### config.mk
export PLATFORM = sky130hd
export DESIGN_NAME = i2ctc_top
export DESIGN_NICKNAME = d
export VERILOG_FILES = /design/src/logic/i2ctc_pkg.sv /design/src/logic/i2ctc_top.sv
export VERILOG_INCLUDE_DIRS = /design/src /design/src/logic
export SDC_FILE = /design/constraint.sdc
export NUM_CORES = 1
export LEC_CHECK = 0
export ABC_AREA = 1
export BUFFER_PORTS_ARGS = -buffer_cell sky130_fd_sc_hd__buf_2
export CORE_ASPECT_RATIO = 0.7
export CORE_MARGIN = 3
export CORE_UTILIZATION = 29
export CTS_CLUSTER_DIAMETER = 50
export DETAILED_ROUTE_END_ITERATION = 10
export HOLD_SLACK_MARGIN = 0.05
export PLACE_DENSITY = 0.6
export SYNTH_ARGS = -nofsm -noshare
export SYNTH_HDL_FRONTEND = slang
export SYNTH_SLANG_ARGS = --single-unit
### constraint.sdc
create_clock -name clk_i -period 1.82 [get_ports clk_i]
set_clock_uncertainty 0.1 [all_clocks]
set_input_delay 0.364 -clock clk_i [delete_from_list [all_inputs] [get_ports clk_i]]
set_output_delay 0.364 -clock clk_i [all_outputs]
set_load 0.01 [all_outputs]
### src/logic/i2ctc_params.svh
// Register offsets, field positions and reset values of the transfer control block
`ifndef I2CTC_PARAMS_SVH
`define I2CTC_PARAMS_SVH
`define I2CTC_OFS_IEN 8'h00
`define I2CTC_OFS_XCTL 8'h04
`define I2CTC_OFS_STAT 8'h18
`define I2CTC_OFS_SCLR 8'h1C
`define I2CTC_OFS_CONF 8'h20
`define I2CTC_IEN_RST 32'h0000_0000
`define I2CTC_IEN_WMASK 32'h0000_00FF
`define I2CTC_XCTL_RST 32'h0000_0000
`define I2CTC_XCTL_WMASK 32'h07FF_FFFF
`define I2CTC_CONF_RST 32'h0000_0000
`define I2CTC_CONF_WMASK 32'h0000_0003
`define I2CTC_B_EN 0
`define I2CTC_B_TXIE 1
`define I2CTC_B_RXIE 2
`define I2CTC_B_ADDIE 3
`define I2CTC_B_NAKIE 4
`define I2CTC_B_STPIE 5
`define I2CTC_B_DIR 10
`define I2CTC_B_WIDE 11
`define I2CTC_B_START 13
`define I2CTC_B_STOP 14
`define I2CTC_B_NAKOV 15
`define I2CTC_B_CNT 16
`define I2CTC_B_RELOAD 24
`define I2CTC_B_AUTO 25
`define I2CTC_B_CHK 26
`define I2CTC_S_TXF 0
`define I2CTC_S_RXF 2
`define I2CTC_S_ADDF 3
`define I2CTC_S_NAKF 4
`define I2CTC_S_STPF 5
`define I2CTC_S_XDONE 6
`define I2CTC_S_RDONE 7
`define I2CTC_C_SBC 0
`define I2CTC_C_SSOFF 1
`endif

### src/logic/i2ctc_pkg.sv
// Types shared by the transfer control block and its surroundings
package i2ctc_pkg;
  // One-cycle events reported by the serial engine
  typedef struct packed {
    logic addr_sent;
    logic arb_lost;
    logic timeout;
    logic byte_done;
    logic nak_rx;
    logic nak_sent;
    logic check_sent;
    logic addr_matched;
  } i2ctc_ev_s;
  // Levels reported by the serial engine
  typedef struct packed {
    logic master_mode;
    logic tx_request;
    logic rx_not_empty;
    logic over_under_error;
    logic check_en;
    logic check_nak;
  } i2ctc_st_s;
  // Byte counter states, Gray along idle, run, hold
  typedef enum logic [1:0] {
    I2CTC_CNT_IDLE = 2'b00,
    I2CTC_CNT_RUN = 2'b01,
    I2CTC_CNT_HOLD = 2'b11
  } i2ctc_cnt_e;
endpackage

### src/logic/i2ctc_top.sv
// Transfer control of a two-wire bus peripheral: control registers, byte counter, request bits
//
// Contract
// - stop seen flag raises interrupt when enabled
// - received not-acknowledge raises interrupt when enabled
// - slave address match raises interrupt when enabled
// - receive buffer not empty raises interrupt
// - transmit request interrupt; bit 0 enables peripheral
// - check byte request cleared by hardware events
// - check byte request ignored in reload mode
// - count done: done flag, or automatic stop
// - automatic finish only without reload, software owned
// - reload mode reloads count, sets reload flag
// - eight-bit byte count; slave needs byte control
// - slave acknowledges unless override forces not-acknowledge
// - override cleared by hardware events
// - check handling or stretch-off error decide acknowledge
// - stop request cleared on stop or disable
// - start request cleared after address sent
// - start also cleared on loss, timeout, disable, clear
// - direction bit selects receive, locked while starting
// - wide address bit locked while starting
//
// The implementer's own choice: the Wishbone register port.
`timescale 1ns/100ps
`include "i2ctc_params.svh"
module i2ctc_top (
  // Clock and reset
  input wire logic clk_i,
  input wire logic rst_i,
  // Wishbone slave
  input wire logic [7:0] adr_i,
  input wire logic [31:0] dat_i,
  output logic [31:0] dat_o,
  input wire logic we_i,
  input wire logic [3:0] sel_i,
  input wire logic cyc_i,
  input wire logic stb_i,
  output logic ack_o,
  // Serial engine
  input wire i2ctc_pkg::i2ctc_ev_s ev_i,
  input wire i2ctc_pkg::i2ctc_st_s st_i,
  // Bus pins, sampled only
  input wire logic scl_i,
  input wire logic sda_i,
  // Control toward the serial engine
  output logic irq_o,
  output logic start_req_o,
  output logic stop_req_o,
  output logic nak_o,
  output logic check_send_o,
  output logic master_rx_o,
  output logic wide_addr_o,
  output logic [7:0] bytes_left_o
);

  logic [31:0] ien;
  logic [31:0] xctl;
  logic [31:0] conf;
  logic [7:0] stat_flags;
  logic [7:3] stat_sticky;
  logic [7:0] cnt;
  logic auto_stop;
  i2ctc_pkg::i2ctc_cnt_e cnt_state;
  logic [2:0] scl_sync;
  logic [2:0] sda_sync;
  logic scl_f;
  logic sda_f;
  logic stop_det;
  logic en;
  logic wr;
  logic [31:0] wmask;
  logic [31:0] next_xctl;
  logic clr_chk;
  logic clr_nakov;
  logic clr_stop;
  logic clr_start;
  logic slave_cnt_ok;
  logic count_end;
  logic next_irq;

  // Byte lanes to bit mask, used by every writable register
  function automatic logic [31:0] lane_mask(input logic [3:0] sel);
    lane_mask = {{8{sel[3]}}, {8{sel[2]}}, {8{sel[1]}}, {8{sel[0]}}};
  endfunction

  // Merge of written bits into a register under lane and writable masks
  function automatic logic [31:0] merge(input logic [31:0] old, input logic [31:0] d,
                                        input logic [31:0] m);
    merge = (old & ~m) | (d & m);
  endfunction

  assign en = ien[`I2CTC_B_EN];
  assign wr = cyc_i && stb_i && we_i && !ack_o;
  assign wmask = lane_mask(sel_i);

  // Wishbone answer one cycle after the request; ack falls the cycle after
  always_ff @(posedge clk_i) begin
    if (rst_i) begin
      ack_o <= 1'b0;
    end else begin
      ack_o <= cyc_i && stb_i && !ack_o;
    end
  end

  // Read mux; unmapped offsets read zero and still acknowledge
  always_ff @(posedge clk_i) begin
    if (rst_i) begin
      dat_o <= 32'h0000_0000;
    end else if (cyc_i && stb_i && !we_i && !ack_o) begin
      case (adr_i)
        `I2CTC_OFS_IEN: dat_o <= ien;
        `I2CTC_OFS_XCTL: dat_o <= xctl;
        `I2CTC_OFS_STAT: dat_o <= {8'h00, cnt, 8'h00, stat_flags};
        `I2CTC_OFS_CONF: dat_o <= conf;
        default: dat_o <= 32'h0000_0000;
      endcase
    end
  end

  // Interrupt enables and peripheral enable
  always_ff @(posedge clk_i) begin
    if (rst_i) begin
      ien <= `I2CTC_IEN_RST;
    end else if (wr && adr_i == `I2CTC_OFS_IEN) begin
      ien <= merge(ien, dat_i, wmask & `I2CTC_IEN_WMASK);
    end
  end

  // Slave byte control and stretch disable
  always_ff @(posedge clk_i) begin
    if (rst_i) begin
      conf <= `I2CTC_CONF_RST;
    end else if (wr && adr_i == `I2CTC_OFS_CONF) begin
      conf <= merge(conf, dat_i, wmask & `I2CTC_CONF_WMASK);
    end
  end

  // Pin sampling: the first stage feeds only the second; a level counts once stages two and three agree
  always_ff @(posedge clk_i) begin
    if (rst_i) begin
      scl_sync <= 3'h7;
      sda_sync <= 3'h7;
      scl_f <= 1'b1;
      sda_f <= 1'b1;
    end else begin
      scl_sync <= {scl_sync[1:0], scl_i};
      sda_sync <= {sda_sync[1:0], sda_i};
      if (scl_sync[1] == scl_sync[2]) begin
        scl_f <= scl_sync[2];
      end
      if (sda_sync[1] == sda_sync[2]) begin
        sda_f <= sda_sync[2];
      end
    end
  end

  // Stop condition: data rises while clock stays high
  assign stop_det = en && scl_f && !sda_f && (sda_sync[1] == sda_sync[2]) && sda_sync[2];

  // Hardware clear conditions for the request bits
  assign clr_chk = ev_i.check_sent || ev_i.addr_matched || stop_det || !en;
  assign clr_nakov = ev_i.nak_sent || stop_det || ev_i.addr_matched || !en;
  assign clr_stop = stop_det || !en;
  assign clr_start = ev_i.addr_sent || ev_i.arb_lost || ev_i.timeout || !en
                     || (wr && adr_i == `I2CTC_OFS_SCLR && sel_i[0] && dat_i[`I2CTC_S_ADDF]);

  // Software write of the transfer control word; direction and width held while starting
  always_comb begin
    next_xctl = xctl;
    if (wr && adr_i == `I2CTC_OFS_XCTL) begin
      next_xctl = merge(xctl, dat_i, wmask & `I2CTC_XCTL_WMASK);
      if (xctl[`I2CTC_B_START]) begin
        next_xctl[`I2CTC_B_DIR] = xctl[`I2CTC_B_DIR];
        next_xctl[`I2CTC_B_WIDE] = xctl[`I2CTC_B_WIDE];
      end
    end
  end

  // Request bits: a hardware clear overrides a simultaneous software set; disabled reads as zero
  always_ff @(posedge clk_i) begin
    if (rst_i) begin
      xctl <= `I2CTC_XCTL_RST;
    end else begin
      xctl <= next_xctl;
      if (clr_chk) begin
        xctl[`I2CTC_B_CHK] <= 1'b0;
      end
      if (clr_nakov) begin
        xctl[`I2CTC_B_NAKOV] <= 1'b0;
      end
      if (clr_stop) begin
        xctl[`I2CTC_B_STOP] <= 1'b0;
      end
      if (clr_start) begin
        xctl[`I2CTC_B_START] <= 1'b0;
      end
    end
  end

  // Count only counts in master mode, or in slave mode with byte control
  assign slave_cnt_ok = st_i.master_mode || conf[`I2CTC_C_SBC];
  assign count_end = cnt_state == i2ctc_pkg::I2CTC_CNT_RUN && ev_i.byte_done && cnt == 8'h01;

  // Byte counter; in hold a fresh write of the count resumes the transfer
  always_ff @(posedge clk_i) begin
    if (rst_i) begin
      cnt_state <= i2ctc_pkg::I2CTC_CNT_IDLE;
      cnt <= 8'h00;
    end else if (!en || stop_det) begin
      cnt_state <= i2ctc_pkg::I2CTC_CNT_IDLE;
      cnt <= 8'h00;
    end else begin
      case (cnt_state)
        i2ctc_pkg::I2CTC_CNT_IDLE: begin
          if ((ev_i.addr_sent || ev_i.addr_matched) && slave_cnt_ok) begin
            cnt <= xctl[`I2CTC_B_CNT +: 8];
            cnt_state <= i2ctc_pkg::I2CTC_CNT_RUN;
          end
        end
        i2ctc_pkg::I2CTC_CNT_RUN: begin
          if (ev_i.byte_done && cnt != 8'h00) begin
            cnt <= cnt - 8'h01;
          end
          if (count_end) begin
            cnt_state <= xctl[`I2CTC_B_RELOAD] ? i2ctc_pkg::I2CTC_CNT_HOLD
                                               : i2ctc_pkg::I2CTC_CNT_IDLE;
          end
        end
        i2ctc_pkg::I2CTC_CNT_HOLD: begin
          if (wr && adr_i == `I2CTC_OFS_XCTL && sel_i[2]) begin
            cnt <= dat_i[`I2CTC_B_CNT +: 8];
            cnt_state <= i2ctc_pkg::I2CTC_CNT_RUN;
          end
        end
        default: begin
          cnt_state <= i2ctc_pkg::I2CTC_CNT_IDLE;
        end
      endcase
    end
  end

  // Automatic stop after the last byte; cleared by the stop it causes
  always_ff @(posedge clk_i) begin
    if (rst_i) begin
      auto_stop <= 1'b0;
    end else if (clr_stop) begin
      auto_stop <= 1'b0;
    end else if (count_end && st_i.master_mode && !xctl[`I2CTC_B_RELOAD] && xctl[`I2CTC_B_AUTO]) begin
      auto_stop <= 1'b1;
    end
  end

  // Sticky flags; an event in the clearing cycle wins over the clear
  always_ff @(posedge clk_i) begin
    if (rst_i || !en) begin
      stat_sticky <= 5'h00;
    end else begin
      if (wr && adr_i == `I2CTC_OFS_SCLR && sel_i[0]) begin
        stat_sticky <= stat_sticky & ~dat_i[7:3];
      end
      if (ev_i.addr_matched && !st_i.master_mode) begin
        stat_sticky[`I2CTC_S_ADDF] <= 1'b1;
      end
      if (ev_i.nak_rx) begin
        stat_sticky[`I2CTC_S_NAKF] <= 1'b1;
      end
      if (stop_det) begin
        stat_sticky[`I2CTC_S_STPF] <= 1'b1;
      end
      if (count_end && st_i.master_mode && !xctl[`I2CTC_B_RELOAD] && !xctl[`I2CTC_B_AUTO]) begin
        stat_sticky[`I2CTC_S_XDONE] <= 1'b1;
      end
      if (count_end && xctl[`I2CTC_B_RELOAD]) begin
        stat_sticky[`I2CTC_S_RDONE] <= 1'b1;
      end
    end
  end

  // Level flags follow the engine directly; kept apart from the sticky register so each bit has one driver
  assign stat_flags = {stat_sticky, st_i.rx_not_empty, 1'b0, st_i.tx_request};

  // Interrupt request: each enabled source, gated by the peripheral enable
  always_comb begin
    next_irq = en && (
      (ien[`I2CTC_B_STPIE] && stat_flags[`I2CTC_S_STPF]) ||
      (ien[`I2CTC_B_NAKIE] && stat_flags[`I2CTC_S_NAKF]) ||
      (ien[`I2CTC_B_ADDIE] && stat_flags[`I2CTC_S_ADDF]) ||
      (ien[`I2CTC_B_RXIE] && stat_flags[`I2CTC_S_RXF]) ||
      (ien[`I2CTC_B_TXIE] && stat_flags[`I2CTC_S_TXF]));
  end

  // Registered so the line never glitches on a flag update
  always_ff @(posedge clk_i) begin
    if (rst_i) begin
      irq_o <= 1'b0;
    end else begin
      irq_o <= next_irq;
    end
  end

  // Acknowledge decision: check handling first, then the stretch-off error, then the override
  always_comb begin
    if (st_i.check_en) begin
      nak_o = st_i.check_nak;
    end else if (conf[`I2CTC_C_SSOFF] && st_i.over_under_error) begin
      nak_o = 1'b1;
    end else begin
      nak_o = !st_i.master_mode && xctl[`I2CTC_B_NAKOV];
    end
  end

  // Request levels toward the engine
  assign start_req_o = xctl[`I2CTC_B_START];
  assign stop_req_o = xctl[`I2CTC_B_STOP] || auto_stop;
  assign check_send_o = xctl[`I2CTC_B_CHK] && !xctl[`I2CTC_B_RELOAD] && slave_cnt_ok;
  assign master_rx_o = xctl[`I2CTC_B_DIR];
  assign wide_addr_o = xctl[`I2CTC_B_WIDE];
  assign bytes_left_o = cnt;

  a_irq_stop_gate: assert property (@(posedge clk_i) disable iff (rst_i)
    (en && ien[`I2CTC_B_STPIE] && stat_flags[`I2CTC_S_STPF]) |=> irq_o)
    else $error("stop interrupt missing");

  a_irq_has_cause: assert property (@(posedge clk_i) disable iff (rst_i)
    irq_o |-> $past(next_irq))
    else $error("interrupt without enabled source");

  a_chk_hw_clear: assert property (@(posedge clk_i) disable iff (rst_i)
    (ev_i.addr_matched || stop_det) |=> !xctl[`I2CTC_B_CHK])
    else $error("check request not cleared");

  a_chk_reload_mute: assert property (@(posedge clk_i) disable iff (rst_i)
    xctl[`I2CTC_B_RELOAD] |-> !check_send_o)
    else $error("check request active in reload");

  a_reload_flag_set: assert property (@(posedge clk_i) disable iff (rst_i || !en)
    (count_end && xctl[`I2CTC_B_RELOAD] && !stop_det) |=> stat_flags[`I2CTC_S_RDONE]
      ##0 cnt_state == i2ctc_pkg::I2CTC_CNT_HOLD)
    else $error("reload flag or hold missing");

  a_nak_forced: assert property (@(posedge clk_i) disable iff (rst_i)
    (!st_i.check_en && conf[`I2CTC_C_SSOFF] && st_i.over_under_error) |-> nak_o)
    else $error("forced not-acknowledge missing");

  a_start_hw_clear: assert property (@(posedge clk_i) disable iff (rst_i)
    (ev_i.addr_sent || ev_i.arb_lost || ev_i.timeout) |=> !start_req_o)
    else $error("start request not cleared");

  a_disable_zero: assert property (@(posedge clk_i) disable iff (rst_i)
    !en |=> (xctl[`I2CTC_B_START] || xctl[`I2CTC_B_STOP] || xctl[`I2CTC_B_NAKOV] || xctl[`I2CTC_B_CHK]) == 1'b0)
    else $error("request bit survives disable");

  a_dir_locked: assert property (@(posedge clk_i) disable iff (rst_i)
    xctl[`I2CTC_B_START] |=> xctl[11:10] == $past(xctl[11:10]))
    else $error("direction or width changed while starting");

  a_nakov_hw_clear: assert property (@(posedge clk_i) disable iff (rst_i)
    (ev_i.nak_sent || ev_i.addr_matched || stop_det) |=> !xctl[`I2CTC_B_NAKOV])
    else $error("acknowledge override not cleared");

  a_stop_hw_clear: assert property (@(posedge clk_i) disable iff (rst_i)
    stop_det |=> !stop_req_o)
    else $error("stop request survives stop");

  a_rx_irq_level: assert property (@(posedge clk_i) disable iff (rst_i)
    (en && ien[`I2CTC_B_RXIE] && st_i.rx_not_empty) |=> irq_o)
    else $error("receive interrupt missing");

  a_addr_flag_set: assert property (@(posedge clk_i) disable iff (rst_i)
    (en && ev_i.addr_matched && !st_i.master_mode) |=> stat_flags[`I2CTC_S_ADDF])
    else $error("address match flag missing");

  a_done_flag_set: assert property (@(posedge clk_i) disable iff (rst_i)
    (en && count_end && st_i.master_mode && !xctl[`I2CTC_B_RELOAD] && !xctl[`I2CTC_B_AUTO])
      |=> stat_flags[`I2CTC_S_XDONE])
    else $error("transfer done flag missing");

endmodule // i2ctc_top

==> After elaboration in Yosys (flattened, before gate mapping) <==
Index checks and enable logic that the tools add are counted.
{ "word_totals": {"register_bits": 154, "input_bits": 65, "out_inout_bits": 48, "wordCells": 149} }
{ "classes": {"addsub": 1, "muxes": 18, "n_reduce_logical": 79, "bitwise_logic": 15, "n_eq_ne": 13} }
{ "op_table": {"columns": ["op", "n"], "rows": [
  ["$pmux W32 S4", 1],
  ["$and A32 B32 Y32", 3],
  ["$or A32 B32 Y32", 3],
  ["$logic_and A1 B1 Y1", 37],
  ["$and A32 B2 Y32", 1],
  ["$and A32 B27 Y32", 1],
  ["$and A32 B8 Y32", 1],
  ["$not A2 Y32", 1],
  ["$not A27 Y32", 1],
  ["$not A8 Y32", 1],
  ["$mux W8", 3],
  ["$pmux W8 S3", 1],
  ["$logic_or A1 B1 Y1", 19],
  ["$eq A8 B5 Y1 const B", 2],
  ["$reduce_bool A2 Y1", 5],
  ["$eq A8 B1 Y1 const B", 1],
  ["$eq A8 B3 Y1 const B", 1],
  ["$eq A8 B6 Y1 const B", 1],
  ["$logic_not A8 Y1", 1],
  ["$mux W2", 4],
  ["$reduce_bool A8 Y1", 1],
  ["$reduce_or A2 Y1", 4],
  ["$sub A8 B1 Y8 const B", 1],
  ["$logic_not A1 Y1", 7],
  ["16 further kinds", 25]
]} }

==> Logic depth before layout (Yosys ltp) <==
{ "depth": {"word_depth": 8, "depth_mapped": 11, "depth_no_buf": 11} }

==> Worst setup path before layout <==
Ideal clock, no wire load.
{ "synth_path": {"kind": "flip-flop to flip-flop", "start": "reg cnt_state[1]", "end": "reg cnt[6] (netlist: bytes_left_o[6])", "setup_slack_ps": 238, "setup_time_ps": 113, "required_ps": 1607, "synth_period_minus_slack_ps": 1582, "t_arrival_ps": 1369, "n_path_buf": 0, "stages_incl_launch_ff": 11, "path_cell_list": "dfxtp_1 inv_1 ha_1 inv_1 nor2_1 nor2_1 nand2_1 nor2_2 nand2_4 nor2_1 nor2_1"} }
{ "synth_between": {"elab_chain_cells": 3, "word_cells_on_any_way": 9, "cone_classes": "eq/ne (5); mux (1); reduce/logical (3)"} }
{ "synth_rtl": {"columns": ["item", "line", "text"], "rows": [
  ["from (decl)", "i2ctc_top.sv:64", "i2ctc_pkg::i2ctc_cnt_e cnt_state;"],
  ["from (signal assigned)", "i2ctc_top.sv:208", "cnt_state <= i2ctc_pkg::I2CTC_CNT_IDLE;"],
  ["from (signal assigned)", "i2ctc_top.sv:211", "cnt_state <= i2ctc_pkg::I2CTC_CNT_IDLE;"],
  ["from (signal assigned)", "i2ctc_top.sv:218", "cnt_state <= i2ctc_pkg::I2CTC_CNT_RUN;"],
  ["$eq A2 B2 Y1 (tied with other cells)", "i2ctc_top.sv:214", "case (cnt_state)"],
  ["$ne A2 B2 Y1 (no line) (tied with other cells)", null, null],
  ["$reduce_and A4 Y1 (no line)", null, null],
  ["to (signal assigned)", "i2ctc_top.sv:217", "cnt <= xctl[`I2CTC_B_CNT +: 8];"],
  ["to (signal assigned)", "i2ctc_top.sv:223", "cnt <= cnt - 8'h01;"],
  ["to (signal assigned)", "i2ctc_top.sv:232", "cnt <= dat_i[`I2CTC_B_CNT +: 8];"],
  ["to (decl)", "i2ctc_top.sv:62", "logic [7:0] cnt;"]
]} }
Parallel ways exist; a longest one is shown, timed or not.
A chain may end at the register's enable or synchronous reset.

==> impl_results.md <==
* Number of flops mapped to enable cells by yosys at 0
* Clock Path Buffers at 2
* Crit-path slowest cell: dfxtp_1
* Die Y at 108 µm
* Max-cap violation count at 0
* Share of the synthesized area in the top cell type at a little over two fifths
* Yosys top cell by area: dfxtp_1
* Max Slew Vio Count at 0
* P_sw at 0.943 mW
* Sw Share at between 20% and 30%
* Max frequency at just under 600 MHz
* CP Cell Sequence: nor2_1, nor3_1, buf_2
* Initial DRC count at between 200 and 300
* Placed cells at about 900
* Least-Margin Pin Slew at 511 ps
* Crit path launch type: flip-flop
* Reg clk slew, reported paths at 70 ps
* Die width at between 150 and 200 µm
* Synthesized cell area at approximately 4300 µm²
* Slowest stage delay, CP at between 400 and 500 ps
* Register area at between 1500 and 2000 µm²
* Comb pwr share at 6.2%
* Post-synthesis sequential area ratio at 41.7%
* Crit path capture type: output port
* Share of cells above drive strength 1 at 27.4%
* CTS tree: done
* Non-Filler Instances at 919
* Port Buffers at 102
* Power density cells at 731 nW/µm²
* Status: complete, no violations
* Global-route wire length before repair at 21300 µm
* Layout area overhead at 26.8%
* Clock root cell: clkbuf_16
* Met3 usage at under 10%
* Synthesized flop and latch total at 90
* Clock network fraction of total power at ~45%
* Critical path type: reg -> out
* Maximum VDD drop at 476 µV
* Ys async rst share at 0%
* Fin. Hold Viols at 0
* Cts hold-fix bufs at 0
* Worst Hold Depth at 2
* Vias at approximately 4300
* Die area at 16400 µm²
* R2R Setup Slk at 130 ps
* Core area at around 14000 µm²
* Cell depth of the worst flop-to-flop path at 8
* Initial antenna violation count at 1
* Final WL at 13300 µm
* CP arrival at roughly 1200 ps
* Diodes inserted at 0
* Wire per inst at 14.4 µm
* Post-Synthesis Cells at 601
* Pre-antenna DRT Iters at 5
* Final nets at between 700 and 800
* Reg-to-reg endpoint: bytes_left_o[2]$_SDFFE_PP0P_
* M2 GR Usage at about a quarter
* H-tree levels at 3
* Total CTS buffers at 9
* Max_slew headroom at between 60% and 70%
* Cell internal pwr at 3.07 mW
* Final min period at approximately 1700 ps
* Routability cong. at 0.882
* Vias in the first global route at approximately 4000
* DRC viols at 0
* Largest cells by area after synthesis: dfxtp_1 (42%), nand2_1 (11%), a21oi_1 (6.8%), nor2_1 (6.1%), nand3_1 (5.7%)
* Synth Flop Type: dfxtp_1
* Clock tree sinks at 90
* Total gr overflow at 0
* Seq pwr share at between 40% and 50%
* Largest net degree at the start of global routing at 32
* Post-CTS setup buffers at 0
* Lkg Pwr at 2.45 nW
* Final setup vio count at 0
* Total power at 4.01 mW
* Starting Density at 30.4%
* Vias per cell at roughly 4.7
* DRT antenna net count at 0
* Total I/O pin count at 113
* Cell variety after synth at 37
* DP HPWL at 10200 µm
* Worst skew pair latency at 340 ps
* Synth top cells by count: nand2_1 (131), dfxtp_1 (90), nor2_1 (70), a21oi_1 (59), inv_1 (52)
* Critical R2R Launch: bytes_left_o[0]$_SDFFE_PP0P_
* Crit Path Max Fanout at 3
* Most used routing layer: met2
* GR Layer Usage met1 at 23.6%
* Multi-input gate area at 2160 µm²
* HP Class: in -> reg
* Mean area per synthesized cell at between 7 and 8 µm²
* Tot GR Track Use at 16.3%
* FP Rows at 36
* Top-count cell post-synth: nand2_1
* Worst Hold End: scl_sync[0]$_SDFF_PP1_
* Critical path required time at ~1400 ps
* Fillers at 1558
* Synth warnings at 0
* Fin crit share at between 90% and 100%
* Hold Path Origin: scl_i
## routing by layer
layer / vias to the layer above / part of all wire (%)
li1: 2197 / -
met1: 1953 / 49
met2: 131 / 42
met3: 15 / 7.9
met4: 2 / 0.94
met5: - / 0.053
## kinds of logic (layout without fill, tap and decap cells)
group | count (synthesis) | in the layout | synth area share (%)
other | 1 | 5 | 0.0867
flip-flops | 90 | 90 | 41.7
AO/OA/AOI/OAI | 126 | 126 | 15.7
AND/OR/NAND/NOR | 292 | 292 | 31.2
buffers and inverters | 85 | 209 | 9.34
adder cells (fa/ha/maj) | 7 | 7 | 2.02
## area by class of cell
class	instances	area share, %
Multi-Input combinational cell	430	39.4
Sequential cell	90	32.9
Timing Repair Buffer	134	14.1
Clock buffer	12	4.68
Tap cell	190	4.33
Inverter	60	4.15
Clock inverter	3	0.433
## timing repair
| action | 4_1_cts | 5_1_grt |
|---|---|---|
| resized for setup | 0 | 8 |
| hold endpoints to repair | 0 | 0 |
| setup endpoints to repair | 0 | 12 |
## how the worst max path moves through the flow
stage                              endpoint  slack (ps)                          from  depth (start not counted)
2_1_floorplan  bytes_left_o[6]$_SDFFE_PP0P_         240     cnt_state[1]$_SDFFE_PP0P_                         10
3_3_place_gp                      flip-flop          70                      adr_i[7]                         10
3_5_place_dp   bytes_left_o[1]$_SDFFE_PP0P_          50     cnt_state[1]$_SDFFE_PP0P_                         11
4_1_cts           cnt_state[1]$_SDFFE_PP0P_          40     cnt_state[0]$_SDFFE_PP0P_                          8
5_1_grt        bytes_left_o[0]$_SDFFE_PP0P_          -3  bytes_left_o[0]$_SDFFE_PP0P_                          8
6_report                       check_send_o         110                     flip-flop                          3
## layout by cell type, fill, tap and decap left out, types with 3 or more instances in the layout
cell type,n
nand2_1,131
buf_2,102
dfxtp_1,88
nor2_1,69
a21oi_1,59
inv_1,52
nand3_1,49
o21ai_0,41
buf_4,30
clkbuf_16,9
nor2_2,8
o22ai_1,8
nand2_2,7
inv_2,6
or2_2,6
ha_1,6
nor3_1,5
a22oi_1,5
o21ai_1,5
conb_1,5
nand2_4,4
nor2_4,3
o21ai_2,3
## power groups by stage
stage,clock [mW],sequential (mW),combinational [mW]
floorplan,0,2.02,0.127
global placement,0,2.02,0.246
detailed placement,0,2.02,0.247
CTS,1.83,1.98,0.248
global route,1.92,1.98,0.278
finish,1.78,1.98,0.249
## critical path, delay by kind of cell, from the launching register on
family	cells	cell delay, ps
buffers and inverters	1	180
and+or+nand+nor	2	310
DFF	1	410
## metrics by stage
step	util [%]	worst slack [ps]	hold WS (ps)	TNS [ps]	area, µm²
after floorplan	-	238	289	0	4340
after global placement	36.4	69.4	301	0	5180
after detailed placement	36.4	53.6	305	0	5180
after CTS	38.3	42.6	86.6	0	5460
after global routing	38.5	-3.15	90.4	-3.15	5480
final	38.5	113	96.7	0	5480
(Power assumes the default switching activity.)
